`config.mk`:
```
export PLATFORM = sky130hd
export DESIGN_NAME = resistance_bin_sorter
export DESIGN_NICKNAME = d
export VERILOG_FILES = /design/src/verilog/bin_sorter_pkg.sv /design/src/verilog/pct_divider.sv /design/src/verilog/resistance_bin_sorter.sv
export SDC_FILE = /design/constraint.sdc
export NUM_CORES = 2
export LEC_CHECK = 0
export BUFFER_PORTS_ARGS = -buffer_cell sky130_fd_sc_hd__buf_2
export CAP_MARGIN = 20
export CORE_UTILIZATION = 64
export DETAILED_ROUTE_END_ITERATION = 8
export PLACE_DENSITY = 0.82
export SETUP_SLACK_MARGIN = 0.05
export SYNTH_ARGS = -nofsm -noshare
export SYNTH_HDL_FRONTEND = slang
export SYNTH_SLANG_ARGS = --single-unit
```
`constraint.sdc`:
```
create_clock -name clk_sys_in -period 10.54 [get_ports clk_sys_in]
set_input_delay 0.527 -clock clk_sys_in [delete_from_list [all_inputs] [get_ports clk_sys_in]]
set_output_delay 0.527 -clock clk_sys_in [all_outputs]
set_load 0.05 [all_outputs]
```
`src/verilog/bin_sorter_pkg.sv`:
```
// Package of constants and types for the resistance bin sorter
//
// Function
// - In percentage mode only limits between -99.9 and +99.9 percent are accepted.
// - A negative reading without over-range or open flag always sorts as below lower limit.
// - An over-range or open reading always sorts as above upper limit.
// - With one gear, only gear one limits are used.
// - With two gears, only gear one and gear two limits are used.
// - With two gears, above-upper needs the reading above both gear upper limits.
// - With two gears, below-lower needs the reading below both gear lower limits.
// - Five sorting outputs exist: upper fail, lower fail and three gear passes.
// - A reading inside the overall span but in no gear is a sort failure, not counted.
// - With counting on, above, pass and below counters saturate at 99999.
// - Percentage deviation is (reading - nominal) / nominal times one hundred.
// - The alarm setting makes the buzzer sound on pass, on fail, or never.
package bin_sorter_pkg;
	localparam int data_w = 32;
	localparam int addr_w = 8;
	localparam int cnt_w = 17;
	localparam logic [cnt_w-1:0] cnt_max = 17'h1869f;
	// Percent limits in tenths of a percent
	localparam logic signed [31:0] pct_limit = 32'sh000003e7;
	localparam logic signed [31:0] pct_scale = 32'sh000003e8;
	localparam int div_steps = 48;
	localparam logic [addr_w-1:0] a_ctrl = 8'h00;
	localparam logic [addr_w-1:0] a_nominal = 8'h04;
	localparam logic [addr_w-1:0] a_lo1 = 8'h08;
	localparam logic [addr_w-1:0] a_hi1 = 8'h0c;
	localparam logic [addr_w-1:0] a_lo2 = 8'h10;
	localparam logic [addr_w-1:0] a_hi2 = 8'h14;
	localparam logic [addr_w-1:0] a_lo3 = 8'h18;
	localparam logic [addr_w-1:0] a_hi3 = 8'h1c;
	localparam logic [addr_w-1:0] a_result = 8'h20;
	localparam logic [addr_w-1:0] a_cnt_hi = 8'h24;
	localparam logic [addr_w-1:0] a_cnt_pass = 8'h28;
	localparam logic [addr_w-1:0] a_cnt_lo = 8'h2c;
	localparam logic [addr_w-1:0] a_irq_stat = 8'h30;
	localparam logic [addr_w-1:0] a_irq_en = 8'h34;
	localparam logic [addr_w-1:0] a_irq_clr = 8'h38;
	localparam logic [addr_w-1:0] a_status = 8'h3c;
	// Control fields
	localparam int f_gears = 0;
	localparam int f_pct = 2;
	localparam int f_count = 3;
	localparam int f_alarm = 4;
	localparam int f_cnt_clr = 6;
	localparam logic [31:0] ctrl_rst = 32'h00000001;
	// Interrupt bits
	localparam int i_done = 0;
	localparam int i_fail = 1;
	localparam int i_sortfail = 2;
	localparam int i_limit_rej = 3;
	localparam int irq_w = 4;
	typedef enum logic [1:0] {
		alarm_off = 2'h0,
		alarm_pass = 2'h1,
		alarm_fail = 2'h2
	} alarm_mode_t;
	typedef enum logic [2:0] {
		res_pass1 = 3'h1,
		res_pass2 = 3'h2,
		res_pass3 = 3'h3,
		res_over = 3'h4,
		res_under = 3'h5,
		res_sortfail = 3'h6
	} result_t;
	typedef enum logic [2:0] {
		st_idle = 3'b001,
		st_div = 3'b010,
		st_judge = 3'b100
	} state_t;
endpackage

```
`src/verilog/pct_divider.sv`:
```
`timescale 1ns/1ps
// Restoring divider for the percentage deviation
module pct_divider
	import bin_sorter_pkg::*;
(
	input wire logic clk_sys_in,
	input wire logic sys_rst_in,
	input wire logic start_in,
	input wire logic signed [data_w-1:0] reading_in,
	input wire logic signed [data_w-1:0] nominal_in,
	output logic done_out,
	output logic signed [data_w-1:0] quot_out
);
	logic [47:0] rem;
	logic [47:0] quo;
	logic [47:0] dvs;
	logic neg;
	logic busy;
	logic [5:0] step;
	logic signed [48:0] diff_w;
	logic [47:0] num_abs;
	logic [47:0] den_abs;
	logic [47:0] rem_sh;
	logic [63:0] prod_w;
	// Deviation numerator scaled by 1000 for tenths of a percent
	assign diff_w = 49'(reading_in) - 49'(nominal_in);
	assign prod_w = 64'(diff_w[48] ? -diff_w : diff_w) * 64'(pct_scale);
	assign num_abs = prod_w[47:0];
	assign den_abs = 48'(nominal_in[data_w-1] ? -nominal_in : nominal_in);
	assign rem_sh = {rem[46:0], quo[47]};
	logic take;
	logic [47:0] next_quo;
	logic signed [31:0] sat_q;
	assign take = rem_sh >= dvs;
	assign next_quo = {quo[46:0], take};
	// Huge deviations saturate rather than wrap into a small value
	assign sat_q = (next_quo[47:31] != 17'h0) ? 32'sh7fffffff : 32'(next_quo[30:0]);

	always_ff @(posedge clk_sys_in) begin
		done_out <= 1'b0;
		if (sys_rst_in) begin
			busy <= 1'b0;
			step <= 6'h00;
			rem <= 48'h0;
			quo <= 48'h0;
			dvs <= 48'h0;
			neg <= 1'b0;
			quot_out <= 32'sh0;
		end else if (start_in) begin
			busy <= 1'b1;
			step <= 6'(div_steps);
			rem <= 48'h0;
			quo <= num_abs;
			dvs <= den_abs;
			neg <= diff_w[48] ^ nominal_in[data_w-1];
		end else if (busy) begin
			quo <= next_quo;
			rem <= take ? rem_sh - dvs : rem_sh;
			step <= step - 6'h01;
			if (step == 6'h01) begin
				busy <= 1'b0;
				done_out <= 1'b1;
				// Lands with done, so a zero quotient still replaces the old one
				quot_out <= neg ? -sat_q : sat_q;
			end
		end
	end
endmodule

```
`src/verilog/resistance_bin_sorter.sv`:
```
// Decided for this implementation: the register offsets and the APB register port.
`timescale 1ns/1ps
// Resistance bin sorter with APB registers, counters and alarm
module resistance_bin_sorter
	import bin_sorter_pkg::*;
(
	input wire logic clk_sys_in,
	input wire logic sys_rst_in,
	input wire logic psel,
	input wire logic penable,
	input wire logic pwrite,
	input wire logic [addr_w-1:0] paddr,
	input wire logic [data_w-1:0] pwdata,
	output logic [data_w-1:0] prdata,
	output logic pready,
	output logic pslverr,
	input wire logic reading_valid_in,
	input wire logic signed [data_w-1:0] reading_in,
	input wire logic over_range_in,
	input wire logic open_circuit_in,
	output logic over_upper_result_out,
	output logic under_lower_result_out,
	output logic [2:0] gear_pass_out,
	output logic sort_fail_out,
	output logic result_valid_out,
	output logic buzzer_out,
	output logic irq_out
);
	logic [31:0] ctrl;
	logic signed [31:0] nominal_reference;
	logic signed [31:0] lo_lim [3];
	logic signed [31:0] hi_lim [3];
	logic [cnt_w-1:0] cnt_over;
	logic [cnt_w-1:0] cnt_pass;
	logic [cnt_w-1:0] cnt_under;
	logic [irq_w-1:0] irq_stat;
	logic [irq_w-1:0] irq_en;
	logic [2:0] last_result;
	state_t state;
	state_t next_state;
	logic signed [31:0] value;
	logic forced_over;
	logic forced_under;
	logic div_done;
	logic signed [31:0] div_q;

	wire wr = psel & penable & pwrite;
	wire rd = psel & penable & ~pwrite;
	wire [1:0] qualified_gear_count = ctrl[f_gears +: 2];
	wire judgement_display_mode = ctrl[f_pct];
	wire count_en = ctrl[f_count];
	wire [1:0] alarm_sel = ctrl[f_alarm +: 2];
	wire mapped = (paddr[1:0] == 2'h0) && (paddr <= a_status);
	wire [2:0] gear_act;
	wire [2:0] in_gear;
	wire [2:0] above_g;
	wire [2:0] below_g;
	wire limit_write = wr && mapped && paddr >= a_lo1 && paddr <= a_hi3;
	wire signed [31:0] wval = pwdata;
	wire pct_ok = (wval <= pct_limit) && (wval >= -pct_limit);
	wire limit_rej = limit_write && judgement_display_mode && !pct_ok;
	wire [1:0] lim_idx = 2'((paddr - a_lo1) >> 3);
	wire lim_is_hi = paddr[2];

	// One gear is always active; count 0 treated as 1
	assign gear_act[0] = 1'b1;
	assign gear_act[1] = qualified_gear_count >= 2'h2;
	assign gear_act[2] = qualified_gear_count == 2'h3;

	// Caller keeps each upper above its lower, else classes may overlap
	genvar g;
	generate
		for (g = 0; g < 3; g++) begin : gen_gear
			assign above_g[g] = !gear_act[g] || (value > hi_lim[g]);
			assign below_g[g] = !gear_act[g] || (value < lo_lim[g]);
			assign in_gear[g] = gear_act[g] && value >= lo_lim[g] && value <= hi_lim[g];
		end
	endgenerate

	wire all_above = &above_g;
	wire all_below = &below_g;
	result_t judge;
	always_comb begin
		if (forced_over) begin
			judge = res_over;
		end else if (forced_under) begin
			judge = res_under;
		end else if (all_above) begin
			judge = res_over;
		end else if (all_below) begin
			judge = res_under;
		end else if (in_gear[0]) begin
			judge = res_pass1;
		end else if (in_gear[1]) begin
			judge = res_pass2;
		end else if (in_gear[2]) begin
			judge = res_pass3;
		end else begin
			judge = res_sortfail;
		end
	end

	wire is_pass = judge == res_pass1 || judge == res_pass2 || judge == res_pass3;
	wire is_fail = judge == res_over || judge == res_under;
	wire judging = state == st_judge;
	wire need_div = judgement_display_mode && !over_range_in && !open_circuit_in
		&& reading_in >= 0 && nominal_reference != 32'sh0;

	pct_divider u_div (
		.clk_sys_in(clk_sys_in),
		.sys_rst_in(sys_rst_in),
		.start_in(state == st_idle && reading_valid_in && need_div),
		.reading_in(reading_in),
		.nominal_in(nominal_reference),
		.done_out(div_done),
		.quot_out(div_q)
	);

	always_comb begin
		next_state = state;
		case (state)
			st_idle: begin
				if (reading_valid_in) begin
					next_state = need_div ? st_div : st_judge;
				end
			end
			st_div: begin
				if (div_done) begin
					next_state = st_judge;
				end
			end
			st_judge: next_state = st_idle;
			default: next_state = st_idle;
		endcase
	end

	// Quotient lands with done; judge waits one extra cycle in st_div while value takes div_q
	logic div_wait;
	always_ff @(posedge clk_sys_in) begin
		if (sys_rst_in) begin
			state <= st_idle;
			div_wait <= 1'b0;
		end else if (state == st_div && div_done) begin
			div_wait <= 1'b1;
		end else if (div_wait) begin
			div_wait <= 1'b0;
			state <= st_judge;
		end else if (!(state == st_div && div_done)) begin
			state <= next_state;
		end
	end

	always_ff @(posedge clk_sys_in) begin
		if (sys_rst_in) begin
			value <= 32'sh0;
			forced_over <= 1'b0;
			forced_under <= 1'b0;
		end else if (state == st_idle && reading_valid_in) begin
			value <= reading_in;
			forced_over <= over_range_in | open_circuit_in;
			forced_under <= reading_in < 0 && !over_range_in && !open_circuit_in;
		end else if (div_wait) begin
			value <= div_q;
		end
	end

	// Result outputs: five sorting lines plus failure and strobe
	always_ff @(posedge clk_sys_in) begin
		if (sys_rst_in) begin
			over_upper_result_out <= 1'b0;
			under_lower_result_out <= 1'b0;
			gear_pass_out <= 3'h0;
			sort_fail_out <= 1'b0;
			result_valid_out <= 1'b0;
			buzzer_out <= 1'b0;
			last_result <= 3'h0;
		end else begin
			result_valid_out <= judging;
			if (judging) begin
				over_upper_result_out <= judge == res_over;
				under_lower_result_out <= judge == res_under;
				gear_pass_out <= {judge == res_pass3, judge == res_pass2, judge == res_pass1};
				sort_fail_out <= judge == res_sortfail;
				last_result <= judge;
				buzzer_out <= (alarm_sel == alarm_pass && is_pass)
					|| (alarm_sel == alarm_fail && is_fail);
			end
		end
	end

	// Saturating counters; counting stops at the ceiling
	wire cnt_clr = wr && paddr == a_ctrl && pwdata[f_cnt_clr];
	always_ff @(posedge clk_sys_in) begin
		if (sys_rst_in || cnt_clr) begin
			cnt_over <= '0;
			cnt_pass <= '0;
			cnt_under <= '0;
		end else if (judging && count_en) begin
			if (judge == res_over && cnt_over != cnt_max) begin
				cnt_over <= cnt_over + 1'b1;
			end
			if (is_pass && cnt_pass != cnt_max) begin
				cnt_pass <= cnt_pass + 1'b1;
			end
			if (judge == res_under && cnt_under != cnt_max) begin
				cnt_under <= cnt_under + 1'b1;
			end
		end
	end

	// Config registers; rejected percent limits leave the old value
	always_ff @(posedge clk_sys_in) begin
		if (sys_rst_in) begin
			ctrl <= ctrl_rst;
			nominal_reference <= 32'sh0;
			irq_en <= '0;
			for (int i = 0; i < 3; i++) begin
				lo_lim[i] <= 32'sh0;
				hi_lim[i] <= 32'sh0;
			end
		end else if (wr) begin
			if (paddr == a_ctrl) begin
				ctrl <= {26'h0, pwdata[5:0]};
			end
			if (paddr == a_nominal) begin
				nominal_reference <= pwdata;
			end
			if (paddr == a_irq_en) begin
				irq_en <= pwdata[irq_w-1:0];
			end
			if (limit_write && !limit_rej) begin
				if (lim_is_hi) begin
					hi_lim[lim_idx] <= wval;
				end else begin
					lo_lim[lim_idx] <= wval;
				end
			end
		end
	end

	// Set wins over a clear in the same cycle
	wire [irq_w-1:0] irq_set = {limit_rej, judging && judge == res_sortfail,
		judging && is_fail, judging};
	wire [irq_w-1:0] irq_clr = (wr && paddr == a_irq_clr) ? pwdata[irq_w-1:0] : '0;
	always_ff @(posedge clk_sys_in) begin
		if (sys_rst_in) begin
			irq_stat <= '0;
			irq_out <= 1'b0;
		end else begin
			irq_stat <= (irq_stat & ~irq_clr) | irq_set;
			irq_out <= |(((irq_stat & ~irq_clr) | irq_set) & irq_en);
		end
	end

	logic [31:0] rmux;
	always_comb begin
		case (paddr)
			a_ctrl: rmux = ctrl;
			a_nominal: rmux = nominal_reference;
			a_lo1: rmux = lo_lim[0];
			a_hi1: rmux = hi_lim[0];
			a_lo2: rmux = lo_lim[1];
			a_hi2: rmux = hi_lim[1];
			a_lo3: rmux = lo_lim[2];
			a_hi3: rmux = hi_lim[2];
			a_result: rmux = {29'h0, last_result};
			a_cnt_hi: rmux = {15'h0, cnt_over};
			a_cnt_pass: rmux = {15'h0, cnt_pass};
			a_cnt_lo: rmux = {15'h0, cnt_under};
			a_irq_stat: rmux = {28'h0, irq_stat};
			a_irq_en: rmux = {28'h0, irq_en};
			a_status: rmux = {29'h0, state};
			default: rmux = 32'h0;
		endcase
	end

	// Zero-wait APB slave; error on unmapped or rejected limit
	always_ff @(posedge clk_sys_in) begin
		if (sys_rst_in) begin
			prdata <= 32'h0;
			pready <= 1'b0;
			pslverr <= 1'b0;
		end else begin
			pready <= psel && !penable;
			pslverr <= psel && !penable && (!mapped || (pwrite && judgement_display_mode
				&& paddr >= a_lo1 && paddr <= a_hi3 && !pct_ok));
			if (psel && !penable && !pwrite) begin
				prdata <= rmux;
			end
		end
	end
endmodule
```
==> flow_metrics.env <==
export IMPL_status="complete, no violations"
export IMPL_cts_resized=0
export IMPL_critical_path_top_delay_family="compound AO/OA/AOI/OAI gates"
export IMPL_synth_area_um2=43100
export IMPL_rsz0062_at_grt="false"
export IMPL_crit_required_ps=11020
export IMPL_yosys_area_top_type_share_pct=16.9
export IMPL_dpl_instance_area_um2=44500
export IMPL_die_w_um=262
export IMPL_synthDistinctLibCells=108
export IMPL_hold_viol_final=0
export IMPL_vias=38180
export IMPL_cp_num_buf_inv=4
export IMPL_period_needed_ps=9740
export IMPL_yosysTopAreaCell="dfxtp_1"
export IMPL_ioPinCount=123
export IMPL_grt_use_total_pct=38.3
export IMPL_port_buffers=122
export IMPL_timing_final_ws_setup_ps=802
export IMPL_synth_seq_cells=557
export IMPL_via_per_inst=6.38
export IMPL_holdCritPathClass="primary input to flop"
export IMPL_syn_avg_cell_area_um2=8.59
export IMPL_drt_total_wl_mm=133
export IMPL_fin_area_um2=46700
export IMPL_maxSlewHeadroom_pct=22.6
export IMPL_cp_start_kind="flop"
export IMPL_grt_pass1_wl_mm=202
export IMPL_core_um2=66200
export IMPL_hpwlAfterDp_mm=99.0
export IMPL_synth_edf_count=192
export IMPL_critPathMaxFanout=10
export IMPL_async_reset_ff_share_pct=0
export IMPL_hold_depth=3
export IMPL_synthTopCellsByArea="dfxtp_1 17%, edfxtp_1 13%, ha_1 11%, fa_1 6.5%, inv_1 5.4%"
export IMPL_place_gp_congestion=1.04
export IMPL_grt_max_degree=91
export IMPL_die_h_um=262
export IMPL_clk_latency_ps=670
export IMPL_min_from="psel"
export IMPL_grt_overflow_total=0
export IMPL_postCtsSetupBuffers=0
export IMPL_fmax_mhz=103
export IMPL_rrSetupSlack_ps=800
export IMPL_synthCells=5017
export IMPL_final_fill_count=5273
export IMPL_utilization_pct=70.5
export IMPL_firstDrtPassIters=7
export IMPL_ys_flop_type="dfxtp_1"
export IMPL_design_die_area_um2=68400
export IMPL_cts_tree="built"
export IMPL_antenna_left=0
export IMPL_path_class="flop to flop"
export IMPL_grt_pass1_vias=35794
export IMPL_reg2reg_from="nominal_reference[0]"
export IMPL_cpMostUsedCell="fa_1"
export IMPL_final_max_slew_viol_count=0
export IMPL_nets=5676
export IMPL_min_to="pready"
export IMPL_p_leak_nw=20.5
export IMPL_tns_ps=0
export IMPL_drt_iter0_markers=4709
export IMPL_syn_to_final_growth_pct=8.36
export IMPL_cpMaxStageDelayCell="xnor2_1"
export IMPL_initial_core_util_pct=65.1
export IMPL_powerDensity_nw_per_um2=247
export IMPL_timing_rr_end="u_div.quo[39]"
export IMPL_place_ws_ps=868
export IMPL_yosysSeqAreaShare_pct=30.3
export IMPL_wl_per_cell_um=22.3
export IMPL_drv_cap=0
export IMPL_clk_pin_slew_ps=60
export IMPL_antenna_found_initial=3
export IMPL_worst_pin_slew_ps=1160
export IMPL_cts_buffers=61
export IMPL_worst_setup_path_end_kind="flop"
export IMPL_timing_final_crit_share_pct=92.4
export IMPL_layout_commonest_cell="inv_1"
export IMPL_ctsRootBufferMaster="clkbuf_16"
export IMPL_yosysWarnings=0
export IMPL_clkSinkCount=557
export IMPL_ir_drop_uv=438
export IMPL_most_common_layout_cells="623 x inv_1, 409 x nor2_1, 389 x ha_1, 363 x dfxtp_1, 341 x nand2_1"
export IMPL_htree_levels=2
export IMPL_rows=94
export IMPL_drive_gt1_share_pct=7.46
export IMPL_finClkSkew_ps=42.5
export IMPL_ff2ff_path_depth=31
export IMPL_slowest_delay_ps=650
export IMPL_postCtsHoldBufs=0
export IMPL_clockBufferDepth=3
export IMPL_final_setup_viol_count=0
export IMPL_crit_arrival_ps=10220
export IMPL_drcViolationCount=0
## routing by layer
metal  vias to the layer above  share of wire, %  track usage (%)  wire [um]
met4                         4               4.1             14.3       5460
met1                     18194                41             52.1      54500
met5                         -             0.017                0         22
li1                      17676                 -                -          -
met3                       354                11             9.48      15300
met2                      1952                43             58.8      58000
## per-stage QoR
| step | hold slack [ps] | power [W] | cells |
|---|---|---|---|
| floorplan | 422 | 0.00789 | 5061 |
| global placement | 431 | 0.00909 | 5865 |
| detailed placement | 435 | 0.00924 | 5866 |
| CTS | 137 | 0.0115 | 5982 |
| global route | 185 | 0.0125 | 5985 |
| finish | 154 | 0.0115 | 5987 |
## kinds of logic after synthesis
kind of cell	synth area share, %
and+or+nand+nor	17.4
DFF	30.3
other	0.0174
muxes	2.75
adders and majority gates	17.9
AOI/OAI and AO/OA	18.9
xor gates and xnor gates	5.24
buffers and inverters	7.45
## layout make-up
| cell class | count | area (um2) | area share (%) |
|---|---|---|---|
| clock inverter | 30 | 343 | 0.734 |
| sequential | 557 | 13100 | 28.0 |
| timing repair buffer | 172 | 1020 | 2.17 |
| antenna | 2 | 5.00 | 0.0107 |
| multi-input combinational | 3652 | 27100 | 57.9 |
| tap | 864 | 1080 | 2.31 |
| inverter | 624 | 2340 | 5.01 |
| clock buffer | 86 | 1790 | 3.84 |
## flip-flops by register name, indices dropped and copies added, names as in the netlist, 4 cells and up
name,cells
hi_lim,96
lo_lim,96
u_div.dvs,48
u_div.quo,48
u_div.rem,47
nominal_reference,32
prdata,32
u_div.quot_out,32
value,32
cnt_over,17
cnt_pass,17
cnt_under,17
ctrl,6
u_div.step,6
irq_en,4
irq_stat,4
## Yosys cell counts, types with 90 or more instances
cell type and count:
a211oi_1 148, a21o_1 160, a21oi_1 307, and2_1 210, clkbuf_1 197, dfxtp_1 365, edfxtp_1 192, fa_1 139
ha_1 389, inv_1 623, mux2i_1 116, nand2_1 342, nand4_1 90, nor2_1 424, o21ai_0 146, xnor2_1 155
## where the power goes
part	internal, W	leakage (nW)	switching (W)	total (W)
clock network	0.00131	1.04	0.000959	0.00227
logic	0.00295	14.7	0.00398	0.00693
registers	0.00227	4.77	0.0000705	0.00234
## worst min-delay path: cells and delay by family
kind	cells	cell delay [ps]
and+or+nand+nor	2	160
buffers and inverters	1	110
## worst max-delay path by stage
stage	slack, ps	to	startpoint	cells after the start
after global placement	1270	u_div.quo[41]	reading_in[0]	32
after CTS	980	u_div.quo[39]	nominal_reference[4]	31
after detailed placement	870	u_div.quo[39]	reading_in[0]	32
final	800	u_div.quo[39]	nominal_reference[0]	31
after global routing	190	u_div.quo[39]	nominal_reference[2]	31
after floorplan	2060	u_div.quo[41]	reading_in[0]	32
Power figures use the tool's default switching activity.
